$ cat config.mk
export PLATFORM = sky130hd
export DESIGN_NAME = asp_axis_stop_core
export DESIGN_NICKNAME = d
export VERILOG_FILES = /design/src/pkg/asp_pkg.sv /design/src/core/asp_axis_stop_core.sv
export VERILOG_INCLUDE_DIRS = /design/src /design/src/pkg
export SDC_FILE = /design/constraint.sdc
export NUM_CORES = 2
export LEC_CHECK = 0
export CELL_PAD_IN_SITES_DETAIL_PLACEMENT = 0
export CELL_PAD_IN_SITES_GLOBAL_PLACEMENT = 1
export CORE_MARGIN = 2
export CORE_UTILIZATION = 41
export CTS_CLUSTER_DIAMETER = 100
export DETAILED_ROUTE_END_ITERATION = 10
export DONT_BUFFER_PORTS = 1
export PLACE_DENSITY_LB_ADDON = 0.15
export SYNTH_ARGS = -nofsm -noshare
export SYNTH_HDL_FRONTEND = slang
export SYNTH_SLANG_ARGS = --single-unit
$ cat constraint.sdc
create_clock -name CLK -period 5.6 [get_ports CLK]
set_input_delay 1.12 -clock CLK [delete_from_list [all_inputs] [get_ports CLK]]
set_output_delay 1.12 -clock CLK [all_outputs]
set_load 0.03 [all_outputs]
$ cat src/pkg/asp_params.svh
/*
 Register offsets, reset values and timing constants of the
 two-axis stop supervision and position block.
 Assumes a 32-bit AHB-Lite slave port and a 100 MHz CLK.
*/
`ifndef ASP_PARAMS_SVH
`define ASP_PARAMS_SVH

`define ASP_IDX_PG2    3'h0
`define ASP_IDX_LPC    3'h1
`define ASP_IDX_PPC    3'h2
`define ASP_IDX_LIMP   3'h3
`define ASP_IDX_LIMN   3'h4
`define ASP_IDX_SPEED  3'h5
`define ASP_IDX_CMD    3'h6
`define ASP_IDX_STAT   3'h7
`define ASP_AXIS_BIT   3
`define ASP_PG2_RST    8'hE9
`define ASP_LIMP_RST   24'h7FFFFF
`define ASP_LIMN_RST   24'h800000
`define ASP_SPEED_RST  32'h0400_0040
`define ASP_DECEL_STEP 16'h0010

`endif

$ cat src/pkg/asp_pkg.sv
/*
 Types shared by the stop supervision block.
 Assumes nothing of its surroundings.
*/
package asp_pkg;

    typedef struct packed {
        logic       limit_p;
        logic       limit_n;
        logic       origin;
        logic [3:0] gin;
        logic       enc_a;
        logic       enc_b;
    } asp_axis_in_s;

    typedef struct packed {
        logic pulse;
        logic dir;
    } asp_axis_out_s;

    typedef struct packed {
        logic lim_decel;
        logic sens_decel;
        logic net_decel;
        logic lim_src;
        logic lim_en;
        logic in23_fs;
        logic in1_fs;
        logic net_en;
    } asp_pg2_s;

    typedef enum logic [1:0] {
        ASP_IDLE  = 2'b00,
        ASP_RUN   = 2'b01,
        ASP_DECEL = 2'b10
    } asp_state_e;

    typedef enum logic [2:0] {
        ASP_NOP    = 3'b000,
        ASP_MOVE_P = 3'b001,
        ASP_MOVE_N = 3'b010,
        ASP_HOME1  = 3'b011,
        ASP_HOME2  = 3'b100,
        ASP_HOME3  = 3'b101,
        ASP_STOP_I = 3'b110,
        ASP_STOP_D = 3'b111
    } asp_op_e;

    typedef enum logic [3:0] {
        ASP_C_NONE  = 4'h0,
        ASP_C_ALL   = 4'h1,
        ASP_C_NET   = 4'h2,
        ASP_C_HWLIM = 4'h3,
        ASP_C_SIG   = 4'h4,
        ASP_C_SENS  = 4'h5,
        ASP_C_LIMC  = 4'h6,
        ASP_C_HOME  = 4'h7,
        ASP_C_SW    = 4'h8
    } asp_cause_e;

    typedef struct packed {
        logic       imm;
        logic       dec;
        asp_cause_e cause;
    } asp_stop_s;

endpackage : asp_pkg

$ cat src/core/asp_axis_stop_core.sv
/*
 Two-axis stop supervision, logical coordinate and encoder counter,
 with a simple pulse generator and an AHB-Lite register slave.
 Assumes the axis, all-stop and silence pins are asynchronous to CLK and that the AHB master
 issues single word transfers only.
*/
// The AHB-Lite register port and the placing of the registers are this design's own decisions.
`timescale 1ns/10ps
`include "asp_params.svh"

module asp_axis_stop_core (
    input  wire logic                         CLK,
    input  wire logic                         RESET,
    input  wire logic                         HSEL,
    input  wire logic [11:0]                  HADDR,
    input  wire logic [1:0]                   HTRANS,
    input  wire logic                         HWRITE,
    input  wire logic [2:0]                   HSIZE,
    input  wire logic [31:0]                  HWDATA,
    input  wire logic                         HREADY,
    output logic      [31:0]                  HRDATA,
    output logic                              HREADYOUT,
    output logic                              HRESP,
    input  wire logic                         ALL_STOP,
    input  wire logic                         NETWORK_SILENCE,
    input  wire asp_pkg::asp_axis_in_s [1:0]  AXIS_IN,
    output asp_pkg::asp_axis_out_s     [1:0]  AXIS_OUT
);

    // ------------------------------------------------------------
    // Helpers
    // ------------------------------------------------------------
    function automatic logic reg_hit(input logic [9:0] a,
                                     input logic       axis,
                                     input logic [2:0] idx);
        reg_hit = (a[9:4] == 6'h00) && (a[`ASP_AXIS_BIT] == axis)
                  && (a[2:0] == idx);
    endfunction : reg_hit

    function automatic asp_pkg::asp_stop_s stop_chk(
        input asp_pkg::asp_pg2_s     pg,
        input asp_pkg::asp_axis_in_s p,
        input logic                  all,
        input logic                  sil,
        input logic                  dir,
        input logic                  exp,
        input logic                  exn,
        input logic                  top);
        asp_pkg::asp_stop_s r;
        logic c_net;
        logic c_sen;
        logic c_lim;
        r     = '{imm: 1'b0, dec: 1'b0, cause: asp_pkg::ASP_C_NONE};
        c_net = pg.net_en & sil;
        c_sen = pg.in23_fs & (dir ? p.gin[2] : p.gin[3]);
        c_lim = pg.lim_en & (dir ? exp : exn);
        if (all) begin
            r = '{imm: 1'b1, dec: 1'b0, cause: asp_pkg::ASP_C_ALL};
        end else if (dir ? p.limit_p : p.limit_n) begin
            r = '{imm: 1'b1, dec: 1'b0, cause: asp_pkg::ASP_C_HWLIM};
        end else if (pg.in1_fs & p.gin[1]) begin
            r = '{imm: 1'b1, dec: 1'b0, cause: asp_pkg::ASP_C_SIG};
        end else if (c_net & (~pg.net_decel | top)) begin
            r = '{imm: 1'b1, dec: 1'b0, cause: asp_pkg::ASP_C_NET};
        end else if (c_sen & ~pg.sens_decel) begin
            r = '{imm: 1'b1, dec: 1'b0, cause: asp_pkg::ASP_C_SENS};
        end else if (c_lim & ~pg.lim_decel) begin
            r = '{imm: 1'b1, dec: 1'b0, cause: asp_pkg::ASP_C_LIMC};
        end else if (c_net) begin
            r = '{imm: 1'b0, dec: 1'b1, cause: asp_pkg::ASP_C_NET};
        end else if (c_sen) begin
            r = '{imm: 1'b0, dec: 1'b1, cause: asp_pkg::ASP_C_SENS};
        end else if (c_lim) begin
            r = '{imm: 1'b0, dec: 1'b1, cause: asp_pkg::ASP_C_LIMC};
        end
        return r;
    endfunction : stop_chk

    // ------------------------------------------------------------
    // Pin synchronisers
    // ------------------------------------------------------------
    logic [19:0]                 sync1_ff;
    logic [19:0]                 sync2_ff;
    asp_pkg::asp_axis_in_s [1:0] pin;
    logic                        all_stop;
    logic                        silence;

    always_ff @(posedge CLK) begin
        if (RESET) begin
            sync1_ff <= 20'h00000;
            sync2_ff <= 20'h00000;
        end else begin
            sync1_ff <= {ALL_STOP, NETWORK_SILENCE, AXIS_IN};
            sync2_ff <= sync1_ff;
        end
    end

    assign pin      = sync2_ff[17:0];
    assign silence  = sync2_ff[18];
    assign all_stop = sync2_ff[19];

    // ------------------------------------------------------------
    // AHB-Lite slave
    // ------------------------------------------------------------
    // Reads take one wait state so that a read right behind a write
    // to the same register already sees the new value.
    logic        addr_ph;
    logic        wr_ff;
    logic        rd_ff;
    logic [9:0]  addr_ff;
    logic        rdy_ff;
    logic [31:0] rdata_ff;
    logic [31:0] rd_mux;
    logic [31:0] rdv [2][8];

    assign addr_ph = HSEL & HTRANS[1] & HREADY;

    always_ff @(posedge CLK) begin
        if (RESET) begin
            wr_ff    <= 1'b0;
            rd_ff    <= 1'b0;
            addr_ff  <= 10'h000;
            rdy_ff   <= 1'b1;
            rdata_ff <= 32'h0000_0000;
        end else begin
            wr_ff  <= addr_ph & HWRITE;
            rd_ff  <= addr_ph & ~HWRITE;
            rdy_ff <= ~(addr_ph & ~HWRITE);
            if (addr_ph) begin
                addr_ff <= HADDR[11:2];
            end
            if (rd_ff) begin
                rdata_ff <= rd_mux;
            end
        end
    end

    always_comb begin
        rd_mux = 32'h0000_0000;
        if (addr_ff[9:4] == 6'h00) begin
            rd_mux = rdv[addr_ff[`ASP_AXIS_BIT]][addr_ff[2:0]];
        end
    end

    assign HRDATA    = rdata_ff;
    assign HREADYOUT = rdy_ff;
    assign HRESP     = 1'b0;

    // ------------------------------------------------------------
    // Per-axis logic
    // ------------------------------------------------------------
    genvar ax;
    generate
        for (ax = 0; ax < 2; ax++) begin : g_axis
            asp_pkg::asp_pg2_s   pg2_ff;
            logic [23:0]         lpc_ff;
            logic [23:0]         ppc_ff;
            logic [23:0]         limp_ff;
            logic [23:0]         limn_ff;
            logic [31:0]         speed_ff;
            asp_pkg::asp_state_e st_ff;
            asp_pkg::asp_op_e    op_ff;
            asp_pkg::asp_cause_e cause_ff;
            logic                dir_ff;
            logic                top_ff;
            logic                err_ff;
            logic                pulse_ff;
            logic [15:0]         per_ff;
            logic [15:0]         cnt_ff;
            logic                org_prev_ff;
            logic                ez_prev_ff;
            logic                ea_prev_ff;
            logic                eb_prev_ff;
            logic                we_pg2;
            logic                we_lpc;
            logic                we_limp;
            logic                we_limn;
            logic                we_spd;
            logic                we_cmd;
            asp_pkg::asp_op_e    cmd_op;
            logic                is_start;
            logic                sdir;
            logic                moving;
            logic                step;
            logic [23:0]         cmp;
            logic                exp;
            logic                exn;
            logic                home_hit;
            logic                reject;
            logic [15:0]         run_per;
            asp_pkg::asp_stop_s  chk_run;
            asp_pkg::asp_stop_s  chk_st;

            assign we_pg2  = wr_ff & reg_hit(addr_ff, 1'(ax), `ASP_IDX_PG2);
            assign we_lpc  = wr_ff & reg_hit(addr_ff, 1'(ax), `ASP_IDX_LPC);
            assign we_limp = wr_ff & reg_hit(addr_ff, 1'(ax), `ASP_IDX_LIMP);
            assign we_limn = wr_ff & reg_hit(addr_ff, 1'(ax), `ASP_IDX_LIMN);
            assign we_spd  = wr_ff & reg_hit(addr_ff, 1'(ax), `ASP_IDX_SPEED);
            assign we_cmd  = wr_ff & reg_hit(addr_ff, 1'(ax), `ASP_IDX_CMD);
            assign cmd_op  = asp_pkg::asp_op_e'(HWDATA[2:0]);

            assign is_start = (cmd_op != asp_pkg::ASP_NOP)
                              && (cmd_op != asp_pkg::ASP_STOP_I)
                              && (cmd_op != asp_pkg::ASP_STOP_D);
            // Homing heads toward logical zero.
            assign sdir = (cmd_op == asp_pkg::ASP_MOVE_P)
                        | ((cmd_op != asp_pkg::ASP_MOVE_N)
                           & (lpc_ff[23] | (lpc_ff == 24'h000000)));
            assign moving  = (st_ff != asp_pkg::ASP_IDLE);
            assign step    = moving & (cnt_ff == 16'h0000);
            assign run_per = (speed_ff[15:0] == 16'h0000) ? 16'h0001
                                                          : speed_ff[15:0];

            assign cmp = pg2_ff.lim_src ? ppc_ff : lpc_ff;
            assign exp = $signed(cmp) >= $signed(limp_ff);
            assign exn = $signed(cmp) <= $signed(limn_ff);

            assign chk_run = stop_chk(pg2_ff, pin[ax], all_stop, silence,
                                      dir_ff, exp, exn, top_ff);
            assign chk_st  = stop_chk(pg2_ff, pin[ax], all_stop, silence,
                                      sdir, exp, exn, 1'b0);

            // Origin sensor only for homing one and two, zero input only
            // for homing three.
            always_comb begin
                home_hit = 1'b0;
                unique case (op_ff)
                    asp_pkg::ASP_HOME1: home_hit = pin[ax].origin & ~org_prev_ff;
                    asp_pkg::ASP_HOME2: home_hit = ~pin[ax].origin & org_prev_ff;
                    asp_pkg::ASP_HOME3: home_hit = pin[ax].gin[0] & ~ez_prev_ff;
                    default:            home_hit = 1'b0;
                endcase
            end

            assign reject = chk_st.imm | chk_st.dec
                          | (pg2_ff.lim_en & (exp | exn))
                          | ((cmd_op == asp_pkg::ASP_HOME1) & pin[ax].origin)
                          | ((cmd_op == asp_pkg::ASP_HOME3) & pin[ax].gin[0]);

            always_ff @(posedge CLK) begin
                if (RESET) begin
                    pg2_ff   <= `ASP_PG2_RST;
                    limp_ff  <= `ASP_LIMP_RST;
                    limn_ff  <= `ASP_LIMN_RST;
                    speed_ff <= `ASP_SPEED_RST;
                end else begin
                    if (we_pg2) begin
                        pg2_ff <= HWDATA[7:0];
                    end
                    if (we_limp) begin
                        limp_ff <= HWDATA[23:0];
                    end
                    if (we_limn) begin
                        limn_ff <= HWDATA[23:0];
                    end
                    if (we_spd) begin
                        speed_ff <= HWDATA;
                    end
                end
            end

            // A software load wins over a pulse in the same cycle.
            always_ff @(posedge CLK) begin
                if (RESET) begin
                    lpc_ff <= 24'h000000;
                end else if (we_lpc) begin
                    lpc_ff <= HWDATA[23:0];
                end else if (step) begin
                    lpc_ff <= dir_ff ? lpc_ff + 24'h000001 : lpc_ff - 24'h000001;
                end
            end

            // Both phases changing together is a missed count and is
            // dropped rather than guessed.
            always_ff @(posedge CLK) begin
                if (RESET) begin
                    ppc_ff     <= 24'h000000;
                    ea_prev_ff <= 1'b0;
                    eb_prev_ff <= 1'b0;
                end else begin
                    ea_prev_ff <= pin[ax].enc_a;
                    eb_prev_ff <= pin[ax].enc_b;
                    if ((pin[ax].enc_a ^ ea_prev_ff) ^ (pin[ax].enc_b ^ eb_prev_ff)) begin
                        ppc_ff <= (pin[ax].enc_a ^ eb_prev_ff) ? ppc_ff + 24'h000001
                                                               : ppc_ff - 24'h000001;
                    end
                end
            end

            always_ff @(posedge CLK) begin
                if (RESET) begin
                    org_prev_ff <= 1'b0;
                    ez_prev_ff  <= 1'b0;
                end else begin
                    org_prev_ff <= pin[ax].origin;
                    ez_prev_ff  <= pin[ax].gin[0];
                end
            end

            always_ff @(posedge CLK) begin
                if (RESET) begin
                    cnt_ff   <= 16'h0000;
                    pulse_ff <= 1'b0;
                end else begin
                    pulse_ff <= step;
                    if (!moving) begin
                        cnt_ff <= run_per - 16'h0001;
                    end else if (step) begin
                        cnt_ff <= per_ff - 16'h0001;
                    end else begin
                        cnt_ff <= cnt_ff - 16'h0001;
                    end
                end
            end

            always_ff @(posedge CLK) begin
                if (RESET) begin
                    st_ff    <= asp_pkg::ASP_IDLE;
                    op_ff    <= asp_pkg::ASP_NOP;
                    cause_ff <= asp_pkg::ASP_C_NONE;
                    dir_ff   <= 1'b1;
                    top_ff   <= 1'b0;
                    err_ff   <= 1'b0;
                    per_ff   <= 16'h0001;
                end else begin
                    unique case (st_ff)
                        asp_pkg::ASP_IDLE: begin
                            if (we_cmd && is_start && reject) begin
                                err_ff <= 1'b1;
                            end else if (we_cmd && is_start) begin
                                st_ff    <= asp_pkg::ASP_RUN;
                                op_ff    <= cmd_op;
                                dir_ff   <= sdir;
                                top_ff   <= HWDATA[3];
                                per_ff   <= run_per;
                                err_ff   <= 1'b0;
                                cause_ff <= asp_pkg::ASP_C_NONE;
                            end
                        end
                        asp_pkg::ASP_RUN, asp_pkg::ASP_DECEL: begin
                            if (we_cmd && is_start) begin
                                err_ff <= 1'b1;
                            end
                            if (chk_run.imm) begin
                                st_ff    <= asp_pkg::ASP_IDLE;
                                op_ff    <= asp_pkg::ASP_NOP;
                                cause_ff <= chk_run.cause;
                            end else if (home_hit) begin
                                st_ff    <= asp_pkg::ASP_IDLE;
                                op_ff    <= asp_pkg::ASP_NOP;
                                cause_ff <= asp_pkg::ASP_C_HOME;
                            end else if (we_cmd && cmd_op == asp_pkg::ASP_STOP_I) begin
                                st_ff    <= asp_pkg::ASP_IDLE;
                                op_ff    <= asp_pkg::ASP_NOP;
                                cause_ff <= asp_pkg::ASP_C_SW;
                            end else if (st_ff == asp_pkg::ASP_RUN) begin
                                if (chk_run.dec) begin
                                    st_ff    <= asp_pkg::ASP_DECEL;
                                    cause_ff <= chk_run.cause;
                                end else if (we_cmd && cmd_op == asp_pkg::ASP_STOP_D) begin
                                    st_ff    <= asp_pkg::ASP_DECEL;
                                    cause_ff <= asp_pkg::ASP_C_SW;
                                end
                            end else if (step) begin
                                // Ramp down by stretching the period until
                                // the lower-speed period is reached.
                                if (per_ff >= speed_ff[31:16]) begin
                                    st_ff <= asp_pkg::ASP_IDLE;
                                    op_ff <= asp_pkg::ASP_NOP;
                                end else begin
                                    per_ff <= per_ff + `ASP_DECEL_STEP;
                                end
                            end
                        end
                        default: begin
                            st_ff <= asp_pkg::ASP_IDLE;
                        end
                    endcase
                end
            end

            assign AXIS_OUT[ax].pulse = pulse_ff;
            assign AXIS_OUT[ax].dir   = dir_ff;

            assign rdv[ax][0] = {24'h000000, pg2_ff};
            assign rdv[ax][1] = {{8{lpc_ff[23]}}, lpc_ff};
            assign rdv[ax][2] = {{8{ppc_ff[23]}}, ppc_ff};
            assign rdv[ax][3] = {{8{limp_ff[23]}}, limp_ff};
            assign rdv[ax][4] = {{8{limn_ff[23]}}, limn_ff};
            assign rdv[ax][5] = speed_ff;
            assign rdv[ax][6] = {28'h0000000, top_ff, op_ff};
            assign rdv[ax][7] = {23'h000000, st_ff, dir_ff, cause_ff,
                                 err_ff, moving};
        end
    endgenerate

endmodule : asp_axis_stop_core

==> flow_metrics.tcl <==
set metrics [dict create \
    syn_nets 3932 \
    syn-cell-area_sq_um 29100 \
    min_period_ps 5030 \
    slew_violations 0 \
    arrival_ps 5570 \
    antenna_found_initial 2 \
    core_sq_um 70100 \
    drtAntennaViolNets 0 \
    post_drt_wl_per_cell_um 23.5 \
    cts_resized 0 \
    synth_cell_types 96 \
    vias_per_cell 5.95 \
    setup_ws_ps 570 \
    yosysTopAreaCell "dfxtp_1" \
    synth_top_area_share_pct 31.3 \
    maxCapViolations 0 \
    yosys_register_bits 455 \
    drc 0 \
    synth_area_leaders "dfxtp_1 31%, ha_1 9.8%, nand2_1 7.7%" \
    synthCells 3626 \
    via_count 26700 \
    drive_gt1_share_pct 9.64 \
    cts_tree "built" \
    nNetsFinal 3808 \
    first_global_vias 25600 \
    grt_max_degree 378 \
    p_clk_share_pct 45.4 \
    slew_headroom_pct 31.9 \
    sw_frac_of_total_pct 28.5 \
    io_pins 112 \
    rows 97 \
    numCtsBuffers 55 \
    fin_crit_sh_pct 89.8 \
    cts.root.buffer_cell "clkbuf_16" \
    setup_violations 0 \
    cts_hold_buffers 0 \
    rsz0062_at_grt "false" \
    yosysWarningCount 0 \
    crit_type "reg2reg" \
    power_leakage_nw 12.7 \
    die_y_um 270 \
    r2r-end "g_axis[1].per_ff[4]$_SDFFE_PP0P_" \
    area_growth_pct 9.26 \
    crit_required_ps 6140 \
    crit_path_max_fanout 13 \
    clk_pin_slew_worst_paths_ps 60 \
    power_frac_seq_pct 40.2 \
    synth_ff_type "dfxtp_1" \
    start_util_pct 41.4 \
    worstSetupStartpoint "g_axis[1].pg2_ff[4]$_SDFFE_PP0P_" \
    postSynthAreaPerCell_sq_um 8.02 \
    pre_cts_slack_ps 665 \
    cts_setup_buffers 0 \
    async_flop_share_pct 0 \
    routed_wl_um 105000 \
    reg2reg_slack_ps 570 \
    drtPass1Iterations 6 \
    p_int_mw 6.24 \
    grt_pass1_wl_um 159000 \
    cp-endpoint "g_axis[1].per_ff[4]$_SDFFE_PP0P_" \
    r2r_cells 13 \
    status "finished clean" \
    reg2reg_from "g_axis[1].pg2_ff[4]$_SDFFE_PP0P_" \
    antenna_cells 0 \
    htree_levels 2 \
    clk_latency_ps 640 \
    overflow 0 \
    gp_congestion 0.921 \
    worstSetupStartpointType "register" \
    combPwrFrac_pct 14.5 \
    hold_viol 0 \
    yosys-top-cells-count "596 x nand2_1, 455 x dfxtp_1, 379 x a21oi_1" \
    clockBufferDepth 3 \
    cts.sinks 455 \
    post-dp-hpwl_um 76300 \
    grt_usage_pct 28.0 \
    ir_drop_mv 0.224 \
    fin_worst_skew_ps 26.6 \
    fmax_mhz 199 \
    end_kind "register" \
    worst_pin_slew_ps 1020 \
    die_w_um 270 \
    portBuffers 0 \
    power.switching_mw 2.49 \
    power.density_nw_per_um2 275 \
    yosysMostFrequentCell "nand2_1" \
    fin_tns_setup_ps 0 \
    seq_area_frac_synth_pct 31.3 \
    die-area_sq_um 73100 \
    nFillCells 6930 \
    synth_edf_count 0 \
    drtIter0Drc 2435 \
    hold_path.class "reg2reg" \
]
power groups by stage:
stage | clock network, mW | registers [mW] | logic, mW
global placement | 0 | 3.57 | 1.22
finish | 3.96 | 3.50 | 1.26
global route | 4.15 | 3.51 | 1.40
CTS | 4.02 | 3.50 | 1.25
floorplan | 0 | 3.48 | 1.06
detailed placement | 0 | 3.57 | 1.24
through the flow:
stage,cells,hold WS [ps],total power [mW],cell area [sq um],utilization [%]
finish,4489,435,8.73,31800,45.3
global route,4489,458,9.06,31800,45.3
CTS,4489,438,8.77,31800,45.3
detailed placement,4385,425,4.81,29800,42.4
global placement,4385,422,4.79,29800,42.4
floorplan,3626,414,4.54,29100,-
cells in the final DEF (no fill, tap or decap), types with 19 or more instances in the layout:
cell / instances
nand2_1: 595
dfxtp_1: 451
a21oi_1: 379
nor2_1: 239
ha_1: 228
inv_1: 192
o21ai_0: 133
mux2_2: 92
a21o_1: 78
nand3_1: 74
o211ai_1: 71
xnor2_1: 68
nor2b_1: 68
nor3_1: 56
clkbuf_16: 55
buf_4: 50
a211oi_1: 45
mux4_2: 42
mux2i_1: 36
xor2_1: 35
nor4_1: 34
a22oi_1: 32
and2_1: 30
a311oi_1: 28
and3_1: 22
nand4_1: 22
a221oi_1: 22
nand2b_1: 19
how the worst min path moves through the flow:
stage / startpoint / end / cells past startpoint
3_5_place_dp: sync1_ff[16]$_SDFF_PP0_ / sync2_ff[16]$_SDFF_PP0_ / 1
6_report: sync1_ff[16]$_SDFF_PP0_ / sync2_ff[16]$_SDFF_PP0_ / 1
2_1_floorplan: sync1_ff[0]$_SDFF_PP0_ / sync2_ff[0]$_SDFF_PP0_ / 1
4_1_cts: sync1_ff[16]$_SDFF_PP0_ / sync2_ff[16]$_SDFF_PP0_ / 1
3_3_place_gp: sync1_ff[3]$_SDFF_PP0_ / sync2_ff[3]$_SDFF_PP0_ / 1
5_1_grt: sync1_ff[19]$_SDFF_PP0_ / sync2_ff[19]$_SDFF_PP0_ / 1
worst max-delay path: stages (launching register included):
cell,delay (ps)
dfxtp_1,770
buf_4,290
mux2_2,380
ha_1,300
a21o_1,180
a21o_1,160
a21oi_1,140
o31ai_1,80
a211oi_1,330
mux2i_1,590
o22a_2,340
a41oi_2,420
or3_4,610
o41ai_1,300
metal layers:
metal / vias to the layer above / track usage, % / part of all wire [%]
met5: - / 0 / 0
met4: 0 / 9.36 / 3.4
met3: 148 / 3.95 / 5.9
met2: 832 / 44.5 / 44
met1: 13000 / 38.9 / 46
li1: 12700 / - / -
cells by family after synthesis:
family,count (synthesis),synth area share [%]
simple gates,1243,19.4
compound gates,994,22.3
flops,455,31.3
buf+inv,427,5.69
fa+ha+maj,232,10.1
mux,171,8.10
xor+xnor,103,3.10
other cells,1,0.0129
flip-flops by register name, indices dropped and copies added, names as in the netlist, 10 cells and up:
signal / flops
g_axis.ppc_ff: 48
g_axis.pg2_ff: 16
g_axis.speed_ff: 64
addr_ff: 10
HRDATA: 32
sync1_ff: 20
sync2_ff: 20
g_axis.per_ff: 32
g_axis.limn_ff: 48
g_axis.cnt_ff: 32
g_axis.lpc_ff: 48
g_axis.limp_ff: 48
area by class of cell:
class / count / area, sq um / area share (%)
inverter: 195 / 733 / 2.31
multi-input combinational: 2744 / 18300 / 57.7
tap: 940 / 1180 / 3.70
clock inverter: 34 / 432 / 1.36
sequential: 455 / 9120 / 28.7
clock buffer: 70 / 1560 / 4.92
timing repair buffer: 51 / 395 / 1.24
Power figures use the tool's default switching activity.
